[config.mk]
export PLATFORM = sky130hd
export DESIGN_NAME = serial_bus_unit
export DESIGN_NICKNAME = d
export VERILOG_FILES = /design/src/serial_bus_pkg.sv /design/src/serial_bus_unit.sv /design/src/tx_word_buffer.sv
export SDC_FILE = /design/constraint.sdc
export NUM_CORES = 1
export LEC_CHECK = 0
export BUFFER_PORTS_ARGS = -buffer_cell sky130_fd_sc_hd__buf_4
export CAP_MARGIN = 20
export CORE_MARGIN = 10
export CORE_UTILIZATION = 45
export DETAILED_ROUTE_END_ITERATION = 10
export PLACE_DENSITY_LB_ADDON = 0.3
export SYNTH_ARGS = -nofsm -noshare
export SYNTH_HDL_FRONTEND = slang
export SYNTH_SLANG_ARGS = --single-unit
export TNS_END_PERCENT = 100
[constraint.sdc]
create_clock -name CLOCK_IN -period 3.2 [get_ports CLOCK_IN]
set_input_delay 0 -clock CLOCK_IN [delete_from_list [all_inputs] [get_ports CLOCK_IN]]
set_output_delay 0 -clock CLOCK_IN [all_outputs]
set_load 0.01 [all_outputs]
[src/serial_bus_pkg.sv]
package serial_bus_pkg;

	// Register byte addresses on the APB bus
	localparam logic [31:0] CTRL_ONE_ADDR = 32'hFFFFF240;
	localparam logic [31:0] CTRL_TWO_ADDR = 32'hFFFFF244;
	localparam logic [31:0] DATA_ADDR = 32'hFFFFF248;
	localparam logic [31:0] STATUS_ADDR = 32'hFFFFF24C;

	// Control register one fields
	localparam int CR1_COUNT_LSB = 5;
	localparam int CR1_ACK_BIT = 4;
	localparam int CR1_RATE_LSB = 0;
	localparam int CR1_MONITOR_BIT = 0;
	localparam logic [2:0] COUNT_RESET = 3'h0;
	localparam logic RESET_ACK = 1'b0;
	localparam logic [2:0] RATE_RESET = 3'h0;
	localparam logic [2:0] RATE_RESERVED = 3'h7;
	localparam logic [2:0] RATE_SLOWEST = 3'h6;
	localparam logic [2:0] COUNT_FULL_BYTE = 3'h0;
	localparam logic [3:0] BITS_PER_BYTE = 4'h8;

	// Control register two fields
	localparam int CR2_MODE_LSB = 2;
	localparam int CR2_SRST_LSB = 0;
	localparam logic [1:0] SRST_KEY_FIRST = 2'h2;
	localparam logic [1:0] SRST_KEY_SECOND = 2'h1;
	localparam logic [3:0] SRST_CYCLES = 4'h8;

	// Data register fields on write
	localparam int DATA_START_BIT = 8;
	localparam int DATA_STOP_BIT = 9;

	// Status register fields
	localparam int STAT_BUSY_BIT = 0;
	localparam int STAT_RX_VALID_BIT = 1;
	localparam int STAT_ACK_BIT = 2;
	localparam int STAT_FULL_BIT = 3;

	// Half SCL period is (2^n + 4) / 2 = 2^(n-1) + 2 cycles, n = code + 4
	localparam int RATE_EXP_OFFSET = 3;
	localparam logic [10:0] HALF_EXTRA = 11'h002;

	typedef enum logic [1:0] {
		MODE_PORT = 2'h0,
		MODE_SHIFT = 2'h1,
		MODE_I2C = 2'h2,
		MODE_RSVD = 2'h3
	} mode_e;

	typedef enum logic [5:0] {
		ST_IDLE = 6'h01,
		ST_START = 6'h02,
		ST_BIT_LO = 6'h04,
		ST_BIT_HI = 6'h08,
		ST_STOP_LO = 6'h10,
		ST_STOP_HI = 6'h20
	} engine_e;

	typedef struct packed {
		logic stop;
		logic start;
		logic [7:0] data;
	} tx_word_s;

endpackage : serial_bus_pkg

[src/serial_bus_unit.sv]
`timescale 1ns/1ps
module serial_bus_unit
	import serial_bus_pkg::*;
(
	input wire logic CLOCK_IN,
	input wire logic RESET_N_IN,
	input wire logic PSEL_IN,
	input wire logic PENABLE_IN,
	input wire logic PWRITE_IN,
	input wire logic [31:0] PADDR_IN,
	input wire logic [31:0] PWDATA_IN,
	output logic [31:0] PRDATA_OUT,
	output logic PREADY_OUT,
	output logic PSLVERR_OUT,
	output logic SCK_OUT,
	output logic SCK_OE_OUT,
	output logic SO_OUT,
	output logic SO_OE_OUT,
	input wire logic SI_IN,
	input wire logic SDA_IN,
	output logic SDA_OUT,
	output logic SDA_OE_OUT,
	input wire logic SCL_IN,
	output logic SCL_OUT,
	output logic SCL_OE_OUT
);
	import serial_bus_pkg::*;

	////////////////////////////////////////////////////////////////////////////////
	logic [1:0] rst_sync;
	logic rst_n;
	logic [1:0] si_meta, sda_meta, scl_meta;
	logic si_sync, sda_sync, scl_sync;

	always_ff @(posedge CLOCK_IN or negedge RESET_N_IN) begin
		if (!RESET_N_IN) begin
			rst_sync <= 2'h0;
		end else begin
			rst_sync <= {rst_sync[0], 1'b1};
		end
	end
	assign rst_n = rst_sync[1];

	// Pins are asynchronous to CLOCK_IN; only the second stage is read
	always_ff @(posedge CLOCK_IN or negedge rst_n) begin
		if (!rst_n) begin
			si_meta <= 2'h3;
			sda_meta <= 2'h3;
			scl_meta <= 2'h3;
		end else begin
			si_meta <= {si_meta[0], SI_IN};
			sda_meta <= {sda_meta[0], SDA_IN};
			scl_meta <= {scl_meta[0], SCL_IN};
		end
	end
	assign si_sync = si_meta[1];
	assign sda_sync = sda_meta[1];
	assign scl_sync = scl_meta[1];

	////////////////////////////////////////////////////////////////////////////////
	// Register file
	logic [2:0] bit_count, next_bit_count;
	logic ack_en, next_ack_en;
	logic [2:0] rate, next_rate;
	mode_e mode, next_mode;
	logic srst_armed, next_srst_armed;
	logic [3:0] srst_cnt, next_srst_cnt;
	logic [31:0] rdata, next_rdata;
	logic rx_valid, next_rx_valid;
	logic [7:0] rx_data, next_rx_data;
	logic last_ack, next_last_ack;
	logic setup, access, done, sel_ctl1, sel_ctl2, sel_data, sel_stat, mapped;
	logic in_ready, out_valid, pop, srst_busy, rx_done, engine_idle;
	logic [7:0] rx_shift;
	logic ack_sample;
	tx_word_s wr_word, out_word;

	assign setup = PSEL_IN && !PENABLE_IN;
	assign access = PSEL_IN && PENABLE_IN;
	assign sel_ctl1 = (PADDR_IN == CTRL_ONE_ADDR);
	assign sel_ctl2 = (PADDR_IN == CTRL_TWO_ADDR);
	assign sel_data = (PADDR_IN == DATA_ADDR);
	assign sel_stat = (PADDR_IN == STATUS_ADDR);
	assign mapped = sel_ctl1 || sel_ctl2 || sel_data || sel_stat;
	assign srst_busy = (srst_cnt != 4'h0);
	// Data writes stall the bus while the buffer is full, so no word is lost
	assign PREADY_OUT = !(access && PWRITE_IN && sel_data && !in_ready);
	assign PSLVERR_OUT = access && !mapped;
	assign done = access && PREADY_OUT;
	assign PRDATA_OUT = rdata;
	assign wr_word = '{stop: PWDATA_IN[DATA_STOP_BIT], start: PWDATA_IN[DATA_START_BIT],
		data: PWDATA_IN[7:0]};

	always_comb begin
		next_bit_count = bit_count;
		next_ack_en = ack_en;
		next_rate = rate;
		next_mode = mode;
		next_srst_armed = srst_armed;
		next_srst_cnt = srst_busy ? srst_cnt - 4'h1 : srst_cnt;
		next_rdata = rdata;
		next_rx_valid = rx_valid;
		next_rx_data = rx_data;
		next_last_ack = last_ack;
		if (setup && !PWRITE_IN) begin
			next_rdata = 32'h00000000;
			if (sel_ctl1) begin
				next_rdata[CR1_COUNT_LSB +: 3] = bit_count;
				next_rdata[CR1_ACK_BIT] = ack_en;
				next_rdata[CR1_RATE_LSB +: 3] = rate;
				next_rdata[CR1_MONITOR_BIT] = !srst_busy;
			end else if (sel_ctl2) begin
				next_rdata[CR2_MODE_LSB +: 2] = mode;
			end else if (sel_data) begin
				next_rdata[7:0] = rx_data;
			end else if (sel_stat) begin
				next_rdata[STAT_BUSY_BIT] = !engine_idle || out_valid;
				next_rdata[STAT_RX_VALID_BIT] = rx_valid;
				next_rdata[STAT_ACK_BIT] = last_ack;
				next_rdata[STAT_FULL_BIT] = !in_ready;
			end
		end
		if (done && !PWRITE_IN && sel_data) begin
			next_rx_valid = 1'b0;
		end
		if (done && PWRITE_IN && sel_ctl1) begin
			next_bit_count = PWDATA_IN[CR1_COUNT_LSB +: 3];
			next_ack_en = PWDATA_IN[CR1_ACK_BIT];
			next_rate = PWDATA_IN[CR1_RATE_LSB +: 3];
		end
		if (done && PWRITE_IN && sel_ctl2) begin
			next_mode = mode_e'(PWDATA_IN[CR2_MODE_LSB +: 2]);
			// Reset needs the two key codes in order
			if (PWDATA_IN[CR2_SRST_LSB +: 2] == SRST_KEY_SECOND && srst_armed) begin
				next_srst_cnt = SRST_CYCLES;
			end
			next_srst_armed = (PWDATA_IN[CR2_SRST_LSB +: 2] == SRST_KEY_FIRST);
		end
		// A finished frame wins over a read that clears the flag
		if (rx_done) begin
			next_rx_valid = 1'b1;
			next_rx_data = rx_shift;
		end
		if (ack_sample) begin
			next_last_ack = sda_sync;
		end
		if (srst_busy) begin
			next_rx_valid = 1'b0;
		end
	end

	always_ff @(posedge CLOCK_IN or negedge rst_n) begin
		if (!rst_n) begin
			bit_count <= COUNT_RESET;
			ack_en <= RESET_ACK;
			rate <= RATE_RESET;
			mode <= MODE_PORT;
			srst_armed <= 1'b0;
			srst_cnt <= 4'h0;
			rdata <= 32'h00000000;
			rx_valid <= 1'b0;
			rx_data <= 8'h00;
			last_ack <= 1'b0;
		end else begin
			bit_count <= next_bit_count;
			ack_en <= next_ack_en;
			rate <= next_rate;
			mode <= next_mode;
			srst_armed <= next_srst_armed;
			srst_cnt <= next_srst_cnt;
			rdata <= next_rdata;
			rx_valid <= next_rx_valid;
			rx_data <= next_rx_data;
			last_ack <= next_last_ack;
		end
	end

	tx_word_buffer u_buffer (
		.clk(CLOCK_IN),
		.rst_n(rst_n),
		.flush(srst_busy),
		.in_valid(done && PWRITE_IN && sel_data),
		.in_ready(in_ready),
		.in_word(wr_word),
		.out_valid(out_valid),
		.out_ready(pop),
		.out_word(out_word)
	);

	////////////////////////////////////////////////////////////////////////////////
	// Shift engine
	engine_e state, next_state;
	logic [10:0] cnt, next_cnt;
	logic [10:0] half;
	logic [7:0] sreg, next_sreg;
	logic [7:0] rx_sreg, next_rx_sreg;
	logic [3:0] bits_left, next_bits_left;
	logic ack_slot, next_ack_slot;
	logic stop_after, next_stop_after;
	logic clk_low, next_clk_low;
	logic dat_low, next_dat_low;
	logic phase_end, stretch, in_ack, active;
	logic [2:0] rate_eff;

	assign active = (mode == MODE_SHIFT) || (mode == MODE_I2C);
	assign engine_idle = (state == ST_IDLE);
	assign rate_eff = (rate == RATE_RESERVED) ? RATE_SLOWEST : rate;
	// Shift amount is widened first, since code plus offset overflows three bits
	assign half = (11'h001 << ({1'b0, rate_eff} + 4'(RATE_EXP_OFFSET))) + HALF_EXTRA;
	// SCL held low by another master stretches the high phase
	assign stretch = (mode == MODE_I2C) && !scl_sync && !clk_low;
	assign phase_end = (cnt == half - 11'h001) && !stretch;
	assign in_ack = ack_slot && (bits_left == 4'h1);
	assign pop = engine_idle && out_valid && active && !srst_busy;
	assign rx_shift = rx_sreg;

	always_comb begin
		next_state = state;
		next_cnt = (phase_end || engine_idle) ? 11'h000 : (stretch ? cnt : cnt + 11'h001);
		next_sreg = sreg;
		next_rx_sreg = rx_sreg;
		next_bits_left = bits_left;
		next_ack_slot = ack_slot;
		next_stop_after = stop_after;
		rx_done = 1'b0;
		ack_sample = 1'b0;
		unique case (state)
			ST_IDLE: begin
				if (pop) begin
					next_sreg = out_word.data;
					next_rx_sreg = 8'h00;
					next_ack_slot = ack_en && (mode == MODE_I2C);
					next_bits_left = ((bit_count == COUNT_FULL_BYTE) ? BITS_PER_BYTE
						: {1'b0, bit_count}) + {3'h0, next_ack_slot};
					next_stop_after = out_word.stop && (mode == MODE_I2C);
					// Start ahead of a word also gives the repeated start
					next_state = (out_word.start && mode == MODE_I2C) ? ST_START : ST_BIT_LO;
				end
			end
			ST_START: begin
				if (phase_end) begin
					next_state = ST_BIT_LO;
				end
			end
			ST_BIT_LO: begin
				if (phase_end) begin
					next_state = ST_BIT_HI;
				end
			end
			ST_BIT_HI: begin
				if (phase_end) begin
					if (in_ack) begin
						ack_sample = 1'b1;
					end else begin
						next_rx_sreg = {rx_sreg[6:0], (mode == MODE_I2C) ? sda_sync : si_sync};
						next_sreg = {sreg[6:0], 1'b1};
					end
					next_bits_left = bits_left - 4'h1;
					if (bits_left == 4'h1) begin
						rx_done = 1'b1;
						next_state = stop_after ? ST_STOP_LO : ST_IDLE;
					end else begin
						next_state = ST_BIT_LO;
					end
				end
			end
			ST_STOP_LO: begin
				if (phase_end) begin
					next_state = ST_STOP_HI;
				end
			end
			ST_STOP_HI: begin
				if (phase_end) begin
					next_state = ST_IDLE;
				end
			end
		endcase
		if (rx_done && ack_sample) begin
			next_rx_sreg = rx_sreg;
		end
		if (srst_busy) begin
			next_state = ST_IDLE;
		end
		// Pin drive follows the next state so the pins change with it
		next_clk_low = (next_state == ST_BIT_LO) || (next_state == ST_STOP_LO);
		next_dat_low = (next_state == ST_START) || (next_state == ST_STOP_LO)
			|| (next_state == ST_STOP_HI)
			|| ((next_state == ST_BIT_LO || next_state == ST_BIT_HI)
				&& !(next_ack_slot && next_bits_left == 4'h1) && !next_sreg[7]);
	end

	always_ff @(posedge CLOCK_IN or negedge rst_n) begin
		if (!rst_n) begin
			state <= ST_IDLE;
			cnt <= 11'h000;
			sreg <= 8'hFF;
			rx_sreg <= 8'h00;
			bits_left <= 4'h0;
			ack_slot <= 1'b0;
			stop_after <= 1'b0;
			clk_low <= 1'b0;
			dat_low <= 1'b0;
		end else begin
			state <= next_state;
			cnt <= next_cnt;
			sreg <= next_sreg;
			rx_sreg <= next_rx_sreg;
			bits_left <= next_bits_left;
			ack_slot <= next_ack_slot;
			stop_after <= next_stop_after;
			clk_low <= next_clk_low;
			dat_low <= next_dat_low;
		end
	end

	////////////////////////////////////////////////////////////////////////////////
	// Pins: port mode leaves every driver off
	assign SCK_OUT = !clk_low;
	assign SCK_OE_OUT = (mode == MODE_SHIFT);
	assign SO_OUT = !dat_low;
	assign SO_OE_OUT = (mode == MODE_SHIFT);
	assign SDA_OUT = 1'b0;
	assign SDA_OE_OUT = (mode == MODE_I2C) && dat_low;
	assign SCL_OUT = 1'b0;
	assign SCL_OE_OUT = (mode == MODE_I2C) && clk_low;
endmodule : serial_bus_unit

[src/tx_word_buffer.sv]
`timescale 1ns/1ps
module tx_word_buffer
	import serial_bus_pkg::*;
(
	input wire logic clk,
	input wire logic rst_n,
	input wire logic flush,
	input wire logic in_valid,
	output logic in_ready,
	input serial_bus_pkg::tx_word_s in_word,
	output logic out_valid,
	input wire logic out_ready,
	output serial_bus_pkg::tx_word_s out_word
);
	tx_word_s slot0;
	tx_word_s slot1;
	logic [1:0] count;
	tx_word_s next_slot0;
	tx_word_s next_slot1;
	logic [1:0] next_count;
	logic push;
	logic pop;

	assign in_ready = (count != 2'h2);
	assign out_valid = (count != 2'h0);
	assign out_word = slot0;

	always_comb begin
		push = in_valid && in_ready;
		pop = out_valid && out_ready;
		next_slot0 = slot0;
		next_slot1 = slot1;
		next_count = count;
		if (flush) begin
			next_count = 2'h0;
		end else begin
			if (pop) begin
				next_slot0 = slot1;
			end
			if (push) begin
				if (count == 2'h0 || (pop && count == 2'h1)) begin
					next_slot0 = in_word;
				end else begin
					next_slot1 = in_word;
				end
			end
			next_count = count + {1'b0, push} - {1'b0, pop};
		end
	end

	always_ff @(posedge clk or negedge rst_n) begin
		if (!rst_n) begin
			slot0 <= '0;
			slot1 <= '0;
			count <= 2'h0;
		end else begin
			slot0 <= next_slot0;
			slot1 <= next_slot1;
			count <= next_count;
		end
	end
endmodule : tx_word_buffer

# ---- After elaboration in Yosys (flattened, before gate mapping)
# Index checks and enable logic that the tools add are counted.
dict set report word_totals {
  memories 0
  output_inout_bits 42
  rom_bits 0
  input_bits 72
  ram_bits 0
  latchBits 0
  register_bits 103
}
dict set report op_classes {
  eq_ne 29
  n_reduce_logical 69
  multipliers 0
  div_mod_pow 0
  magnitude_cmp 0
  shifts 1
  bitwise 3
  muxes 54
  n_addsub 9
}
# op count
set ops {}
lappend ops {{== test 32 bit (second input constant)} 4}
lappend ops {{2-to-1 mux 8 bit} 6}
lappend ops {{2-to-1 mux 4 bit} 11}
lappend ops {{2-to-1 mux 6 bit} 7}
lappend ops {{case mux 6 bit (6 select lines)} 1}
lappend ops {{logical AND 1 bit} 34}
lappend ops {{case mux 8 bit (2 select lines)} 2}
lappend ops {{2-to-1 mux 10 bit} 3}
lappend ops {{2-to-1 mux 11 bit} 2}
lappend ops {{logical NOT 1 bit} 13}
lappend ops {{2-to-1 mux 1 bit} 13}
lappend ops {{== test 6 x 2 -> 1 bit (second input constant)} 2}
lappend ops {{== test 6 x 3 -> 1 bit (second input constant)} 2}
lappend ops {{== test 6 x 4 -> 1 bit (second input constant)} 2}
lappend ops {{== test 6 x 5 -> 1 bit (second input constant)} 2}
lappend ops {{== test 6 bit (second input constant)} 2}
lappend ops {{logical OR 1 bit} 12}
lappend ops {{adder 11 x 1 -> 11 bit (second input constant)} 1}
lappend ops {{adder 11 x 2 -> 11 bit (second input constant)} 1}
lappend ops {{== test 11 bit} 1}
lappend ops {{<< shifter 1 x 4 -> 11 bit (first input constant)} 1}
lappend ops {{subtractor 11 x 1 -> 11 bit (second input constant)} 1}
lappend ops {{2-to-1 mux 5 bit} 2}
lappend ops {{2-to-1 mux 3 bit} 3}
lappend ops {{24 further kinds} 37}

# ---- Longest topological paths before layout
# Gate-level depths: netlist (run 1).
dict set report depth {
  ltp_word 16
  depth_mapped 14
  mapped_depth_nobuf 12
}

# ---- Hierarchy
# From an unflattened synthesis (run 1), not the netlist that was laid out.
dict set report unflattened {
  cells_unflattened 554
  area_unflattened_um2 5629.1
}
# mod seq_area_each_um2 area_each_um2 instances cells_per_inst
set modules_own_cells {}
lappend modules_own_cells {serial_bus_unit 2045.7 4565.6 1 469}
lappend modules_own_cells {tx_word_buffer 550.5 1063.5 1 85}

# ---- Worst setup path after synthesis (run 1)
# Ideal clock, no wire load.
dict set report synth_timing {
  kind {register to register}
  start {register mode[0]}
  end {register dat_low}
  t_arrival_ns 2.823
  path_stages_with_launch 13
  slack_ns 0.251
  n_path_buf 2
  required_ns 3.073
  setup_ns 0.127
  cell_sequence {dfrtp_1 -> inv_1 -> ha_1 -> or3b_1 -> buf_6 -> and3_4 -> and4_4 -> buf_6 -> and4_1 -> or3_1 -> or4b_1 -> a22oi_1 -> o21ai_1}
}
dict set report synth_between {
  elab_chain_cells 13
}
# element line
set synth_rtl {}
lappend synth_rtl {{from (decl)} serial_bus_unit.sv:65} ;# mode_e mode, next_mode;
lappend synth_rtl {{from (signal assigned)} serial_bus_unit.sv:168} ;# mode <= next_mode;
lappend synth_rtl {{branches (longest 6 deep; another with adder 4 x 1 -> 4 bit)} -}
lappend synth_rtl {{case mux 4 bit (2 select lines) (*)} serial_bus_unit.sv:227} ;# unique case (state)
lappend synth_rtl {{net next_bits_left[2]} serial_bus_unit.sv:197} ;# logic [3:0] bits_left, next_bits_left;
lappend synth_rtl {{== test 4 x 1 -> 1 bit (*)} serial_bus_unit.sv:289} ;# && !(next_ack_slot && next_bits_left == 4'h1) && !next_sreg[7]);
lappend synth_rtl {{logical AND 1 bit (*)} serial_bus_unit.sv:289}
lappend synth_rtl {{logical NOT 1 bit (*)} serial_bus_unit.sv:289}
lappend synth_rtl {{logical AND 1 bit (*) (2 in a row)} serial_bus_unit.sv:289}
lappend synth_rtl {{logical OR 1 bit (*)} serial_bus_unit.sv:288} ;# || ((next_state == ST_BIT_LO || next_state == ST_BIT_HI)
lappend synth_rtl {{net next_dat_low} serial_bus_unit.sv:201} ;# logic dat_low, next_dat_low;
lappend synth_rtl {{to (signal assigned)} serial_bus_unit.sv:312} ;# dat_low <= next_dat_low;
lappend synth_rtl {{to (decl)} serial_bus_unit.sv:201}
# Mark *: on every way through the listed nets, which the timed path passes. The select of a mux whose other input is x is not followed.
# A chain may end at the register's enable or synchronous reset.

# ---- Worst setup path in the final report (run 1)
# Ends and elaborated chain as after synthesis.

==> impl_results.md, run 1 <==
- Status: completed
- CTS buffer count: 9
- Worst-path clk slew: 0.07 ns
- Total global-route track usage: 0.1617
- Clock share of power: 0.438
- Die span in x: 130.4 um
- Final period util: 0.9527
- Final wirelength: 13,680 um
- Post-synth top flop: dfrtp_1
- Max IR drop VDD: 0.2845 mV
- Worst clock skew: 0.008016 ns
- Top cell by count, worst path: ha_1
- Synth cell types: 70
- Grt ovf: 0
- Yosys reg bits: 103
- Die height: 130.4 um
- Combinational power share: 0.045
- # IOs: 114
- EDFF count, synth: 0
- Final nets: 723
- Sw Ratio: 0.2243
- Initial Util: 0.4587
- Relative slew slack: 0.4218
- Final Hold Fails: 0
- Sequential share of the synthesized area: 0.4732
- Yosys top cell by area: dfrtp_1
- Power Density: 389.4 nW/um^2
- Delay-heaviest family, CP: simple AND/OR/NAND/NOR gates
- Crit path largest cell delay: 0.55 ns
- PnR worst setup slack: 0.1515 ns
- Part of the power in registers: 0.517
- Maximum clock rate: 328.0 MHz
- Post-CTS Setup Bufs: 0
- Gate Count Post-Synth: 552
- # DRC: 0
- # diodes: 0
- Final Setup Violations: 0
- Setup_tns: 0 ns
- Ys Warns: 0
- Initial DRC count: 303
- Clk root buf: clkbuf_16
- CP Launch Type: flip-flop
- 1st-pass router iterations: 5
- Worst-Margin Slew: 0.8616 ns
- Post-Syn Area: 5487 um^2
- Number of I/O port buffers: 65
- Core Area: 11,960 um^2
- R2R setup slack: 0.15 ns
- Final period demand of the worst path: 3.048 ns
- Final Power: 2.563 mW
- Post-Place Setup Slack: 0.05626 ns
- RSZ-0062 raised after global routing: no
- Max_cap viols: 0
- Asr flop ratio synth: 1.000
- Largest net degree at the start of global routing: 59
- Dpl hpwl: 10,170 um
- Vias: 4,445
- Skew-Pair Late Insertion Delay: 0.34 ns
- Initial antenna violation count: 0
- CTS tree: built
- Slowest cell on the critical path: or4b_1
- Die ar.: 17,010 um^2
- Clk sink count: 103
- Syn-to-layout area delta: 19.98%
- Routed Antenna Nets: 0
- Critical path peak fanout: 4
- First-pass GRT wire length: 22,140 um
- WL per Instance: 17.27 um
- Rows: 40
- Post-route cell area: 6583 um^2
- GP Congestion: 0.8763
- P_leak: 2.987 nW
- Hold Crit Class: in -> reg
- Top cell type's share of synthesized area: 0.4014
- Internal power: 1.988 mW
- Layout cell share with drive strength beyond 1: 0.2496
- Setup crit end kind: flip-flop
- Worst Path Arrival: 3.27 ns
- H-Tree Depth: 3
- Most frequent cells in the layout: dfrtp_1 (87), buf_4 (87), nand2_1 (66)
- Crit path cell chain: inv_1, ha_2, and2_1, ha_1, ha_1, xor2_1, mux2i_1, o21ai_0, or3_1, or4b_1, a22oi_1, o21ai_1
- Slew Limit Fails: 0
- Vias in the first global route: 4,423
- CTS Buffer Depth: 2
- Placed cell area: 6098 um^2
- Critical path required time: 3.43 ns
- Mean area per synthesized cell: 9.939 um^2
- Largest cells by area after synthesis: dfrtp_1 (40%), dfstp_2 (7.2%), mux2_2 (5.3%)
- CP bufs+invs: 1
- Net switching power: 0.5749 mW
- Post-layout util: 0.5503
- Drt via density: 5.612
- Kind of critical path: reg -> reg
## cells in the mapped netlist, drive strengths merged, types with 7 or more instances
cell type   n
clkbuf     20
inv        16
and2        7
buf        33
mux2i       7
ha         11
nand3      17
dfrtp      88
nand4      13
xor2       11
a22oi      21
mux2       26
nand2      66
dfstp      15
o21ai      34
nor3       15
nor2       40
a21oi      11
## cells by family after synthesis
family,synth area share
flip-flops,0.4732
buffers and inverters,0.07069
adder cells (fa/ha/maj),0.02509
multiplexers,0.07092
other,0.001369
AO/OA/AOI/OAI,0.1352
AND/OR/NAND/NOR,0.1979
XOR/XNOR,0.02554
## final timing paths
path,to,from,depth (start not counted)
setup / recovery,dat_low,mode[0],12
hold / removal,rx_valid,PWRITE_IN,4
setup reg to reg,dat_low,mode[0],12
hold reg to reg,scl_meta[1],scl_meta[0],0
max in group asynchronous,state[0],rst_sync[1],1
min in group asynchronous,u_buffer.slot1[6],rst_sync[1],0
## sequential cells by signal, summed over array words and instances, names as in the netlist, 2 cells and up
signal / cells
PRDATA_OUT: 8
bit_count: 3
bits_left: 4
cnt: 11
mode: 2
rate: 3
rst_sync: 2
rx_data: 8
rx_shift: 8
scl_meta: 2
sda_meta: 2
si_meta: 2
sreg: 8
srst_cnt: 4
state: 6
u_buffer.count: 2
u_buffer.out_word: 10
u_buffer.slot1: 10
## worst reg2reg max path, stage by stage (launching register included)
cell and delay, ns:
dfrtp_1 0.40, inv_1 0.06, ha_2 0.24, and2_1 0.18
ha_1 0.22, ha_1 0.20, xor2_1 0.14, mux2i_1 0.14
o21ai_0 0.09, or3_1 0.40, or4b_1 0.55, a22oi_1 0.22
o21ai_1 0.08
## final cells by class
type                       count  area (um^2)
inverter                      16        60.06
clock buffer                  10        229.0
timing repair buffer         105        828.3
tap                          147        183.9
fill                        1055         5379
sequential                   103         2600
clock inverter                 6        75.07
multi-input combinational    405         2606
## per-stage QoR
step,cells,hold WS [ns]
6_report,792,0.02498
5_1_grt,792,0.02297
4_1_cts,792,0.01896
3_5_place_dp,759,-0.2165
3_3_place_gp,758,-0.2184
2_1_floorplan,577,-0.2956
## timing repair
action	4_1_cts	5_1_grt
hold buffers	17	0
setup endpoints to repair	0	3
endpoints found under the hold margin	31	0
gates resized for setup	0	3
## power by group through the flow
| stage | registers [mW] | logic (mW) | clock network (mW) |
|---|---|---|---|
| CTS | 1.33 | 0.113 | 1.15 |
| finish | 1.33 | 0.115 | 1.12 |
| global route | 1.33 | 0.127 | 1.22 |
| floorplan | 1.35 | 0.0510 | 0 |
| global placement | 1.35 | 0.0960 | 0 |
| detailed placement | 1.35 | 0.0978 | 0 |
## metal layers
metal,routed length (um),share of wire,GRT usage
met5,0,0,0
met4,190,0.014,0.04840
met3,1204,0.088,0.04795
met2,6427,0.47,0.2657
met1,5855,0.43,0.2016
No activity file was read; power rests on OpenSTA's default activity.
==> run 2, diff against run 1 <==
==> constraint.sdc (replaced) <==
create_clock -name CLOCK_IN -period 3.2 [get_ports CLOCK_IN]
set_input_delay 0.8 -clock CLOCK_IN [delete_from_list [all_inputs] [get_ports CLOCK_IN]]
set_output_delay 0.8 -clock CLOCK_IN [all_outputs]
set_load 0.01 [all_outputs]
==> impl_results.md, run 2 (same netlist as run 1, synthesis figures left out) <==
- Worst-path clk slew: 0.07 ns (about the same)
- PnR worst setup slack: 0.1596 ns (was 0.1515 ns)
- Critical path required time: 3.43 ns (about the same)
- Post-cts gate resize count: 0 (unchanged)
- Final wirelength: 13,240 um (was 13,680 um)
- Post-route cell area: 6410 um^2 (was 6583 um^2)
- Setup crit end kind: flip-flop (unchanged)
- Net switching power: 0.5725 mW (was 0.5749 mW)
- CTS Buffer Depth: 2 (unchanged)
- Die height: 130.4 um (unchanged)
- # IOs: 114 (unchanged)
- Initial DRC count: 301 (was 303)
- Rows: 40 (unchanged)
- Kind of critical path: reg -> reg (unchanged)
- R2R setup slack: 0.16 ns (was 0.15 ns)
- Post-CTS Setup Bufs: 0 (unchanged)
- Grt ovf: 0 (unchanged)
- Maximum clock rate: 328.9 MHz (was 328.0 MHz)
- Status: completed (unchanged)
- Final nets: 706 (was 723)
- Worst-Margin Slew: 0.8936 ns (was 0.8616 ns)
- Delay-heaviest family, CP: simple AND/OR/NAND/NOR gates (unchanged)
- 1st-pass router iterations: 5 (unchanged)
- RSZ-0062 raised after global routing: no (unchanged)
- Biggest register: cnt (unchanged)
- Crit path largest cell delay: 0.57 ns (was 0.55 ns)
- CP Launch Type: flip-flop (unchanged)
- CP bufs+invs: 1 (unchanged)
- CTS buffer count: 9 (unchanged)
- R2R Path End: dat_low (unchanged)
- Setup_tns: 0 ns (unchanged)
- Skew-Pair Late Insertion Delay: 0.35 ns (was 0.34 ns)
- Final period util: 0.9501 (was 0.9527)
- Initial antenna violation count: 0 (unchanged)
- Final hold slack: 0.2155 ns (was 0.02498 ns)
- R2R cell count: 10 (was 12)
- Total of fill cells in the finished design: 1,083 (was 1,055)
- Worst Path Arrival: 3.27 ns (about the same)
- GP Congestion: 0.8553 (was 0.8763)
- Drt via density: 5.559 (was 5.612)
- Most frequent cells in the layout: dfrtp_1 (87), buf_4 (87), nand2_1 (66) (unchanged)
- Critical path peak fanout: 4 (unchanged)
- Part of the power in registers: 0.534 (was 0.517)
- Core Area: 11,960 um^2 (unchanged)
- WL per Instance: 17.08 um (was 17.27 um)
- Max reg flops: 11 (unchanged)
- Initial Util: 0.4587 (unchanged)
- First-pass GRT wire length: 21,280 um (was 22,140 um)
- # DRC: 0 (unchanged)
- Clk sink count: 103 (unchanged)
- Layout cell share with drive strength beyond 1: 0.2564 (was 0.2496)
- Vias in the first global route: 4,315 (was 4,423)
- Placed cell area: 6093 um^2 (was 6098 um^2)
- Power Density: 387.9 nW/um^2 (was 389.4 nW/um^2)
- Max_cap viols: 0 (unchanged)
- Combinational power share: 0.039 (was 0.045)
- Sw Ratio: 0.2303 (was 0.2243)
- Internal power: 1.914 mW (was 1.988 mW)
- Vias: 4,308 (was 4,445)
- Syn-to-layout area delta: 16.83% (was 19.98%)
- Hold Crit Class: in -> async (was in -> reg)
- Worst clock skew: 0.008684 ns (was 0.008016 ns)
- Worst reg2reg startpoint: mode[0] (unchanged)
- Final Hold Fails: 0 (unchanged)
- Routed Antenna Nets: 0 (unchanged)
- Max IR drop VDD: 0.2199 mV (was 0.2845 mV)
- Clk root buf: clkbuf_16 (unchanged)
- Hold-fix buffers, CTS: 0 (was 17)
- Largest net degree at the start of global routing: 71 (was 59)
- # diodes: 0 (unchanged)
- Post-Place Setup Slack: 0.03376 ns (was 0.05626 ns)
- Clock share of power: 0.427 (was 0.438)
- Final Setup Violations: 0 (unchanged)
- Relative slew slack: 0.4043 (was 0.4218)
- Number of I/O port buffers: 65 (unchanged)
- Final period demand of the worst path: 3.040 ns (was 3.048 ns)
- CTS tree: built (unchanged)
- Die span in x: 130.4 um (unchanged)
- P_leak: 2.912 nW (was 2.987 nW)
- Slowest cell on the critical path: or4b_1 (unchanged)
- H-Tree Depth: 3 (unchanged)
- Die ar.: 17,010 um^2 (unchanged)
- Slew Limit Fails: 0 (unchanged)
- Total global-route track usage: 0.1559 (was 0.1617)
- Dpl hpwl: 9813 um (was 10,170 um)
- Crit path cell chain: inv_1, ha_2, or3b_1, and3_4, and4_4, and4_2, or3_4, or4b_1, a22oi_1, o21ai_1 (was inv_1, ha_2, and2_1, ha_1, ha_1, xor2_1, mux2i_1, o21ai_0, or3_1, or4b_1, a22oi_1, o21ai_1)
==> run 2: metal layers <==
layer  up-vias  track usage  part of all wire
li1       2065            -                 -
met1      2098       0.1943              0.44
met2       130       0.2546              0.46
met3        15      0.04230             0.083
met4         0      0.05690             0.017
met5         -            0                 0
==> run 2: worst max-delay path by stage <==
| stage | startpoint | end | cells past startpoint |
|---|---|---|---|
| after floorplan | rst_sync[1] | PRDATA_OUT[0] | 0 |
| after detailed placement | PADDR_IN[1] | u_buffer.out_word[6] | 9 |
| after global placement | PADDR_IN[1] | u_buffer.out_word[3] | 9 |
| after global routing | mode[0] | dat_low | 12 |
| final | mode[0] | dat_low | 10 |
| after CTS | srst_cnt[0] | dat_low | 10 |
==> run 2: layout make-up <==
cell class	count	area (um^2)	share of cell area
Timing Repair Buffer	88	658.1	0.1027
Tap cell	147	183.9	0.02869
Sequential cell	103	2600	0.4056
Clock buffer	11	242.7	0.03787
Clock inverter	5	41.29	0.006442
Multi-Input combinational cell	405	2624	0.4093
Inverter	16	60.06	0.009370
==> run 2: metrics by stage <==
step | std cells | utilization | total power, mW
3_5_place_dp | 758 | 0.5094 | 1.450
4_1_cts | 774 | 0.5332 | 2.507
2_1_floorplan | 577 | - | 1.404
3_3_place_gp | 758 | 0.5094 | 1.447
6_report | 775 | 0.5359 | 2.486
5_1_grt | 775 | 0.5359 | 2.581
==> run 2: power by group through the flow <==
| stage | registers [mW] | clock network [mW] | logic, mW |
|---|---|---|---|
| 2_1_floorplan | 1.35 | 0 | 0.0510 |
| 3_3_place_gp | 1.35 | 0 | 0.0934 |
| 3_5_place_dp | 1.35 | 0 | 0.0954 |
| 4_1_cts | 1.33 | 1.08 | 0.0957 |
| 5_1_grt | 1.33 | 1.14 | 0.106 |
| 6_report | 1.33 | 1.06 | 0.0969 |
==> run 2: worst reg2reg max path, cell delays in order, from the launching register on <==
cell and delay, ns:
dfrtp_1 0.38, inv_1 0.06, ha_2 0.28, or3b_1 0.42, and3_4 0.19, and4_4 0.17
and4_2 0.21, or3_4 0.33, or4b_1 0.57, a22oi_1 0.21, o21ai_1 0.09
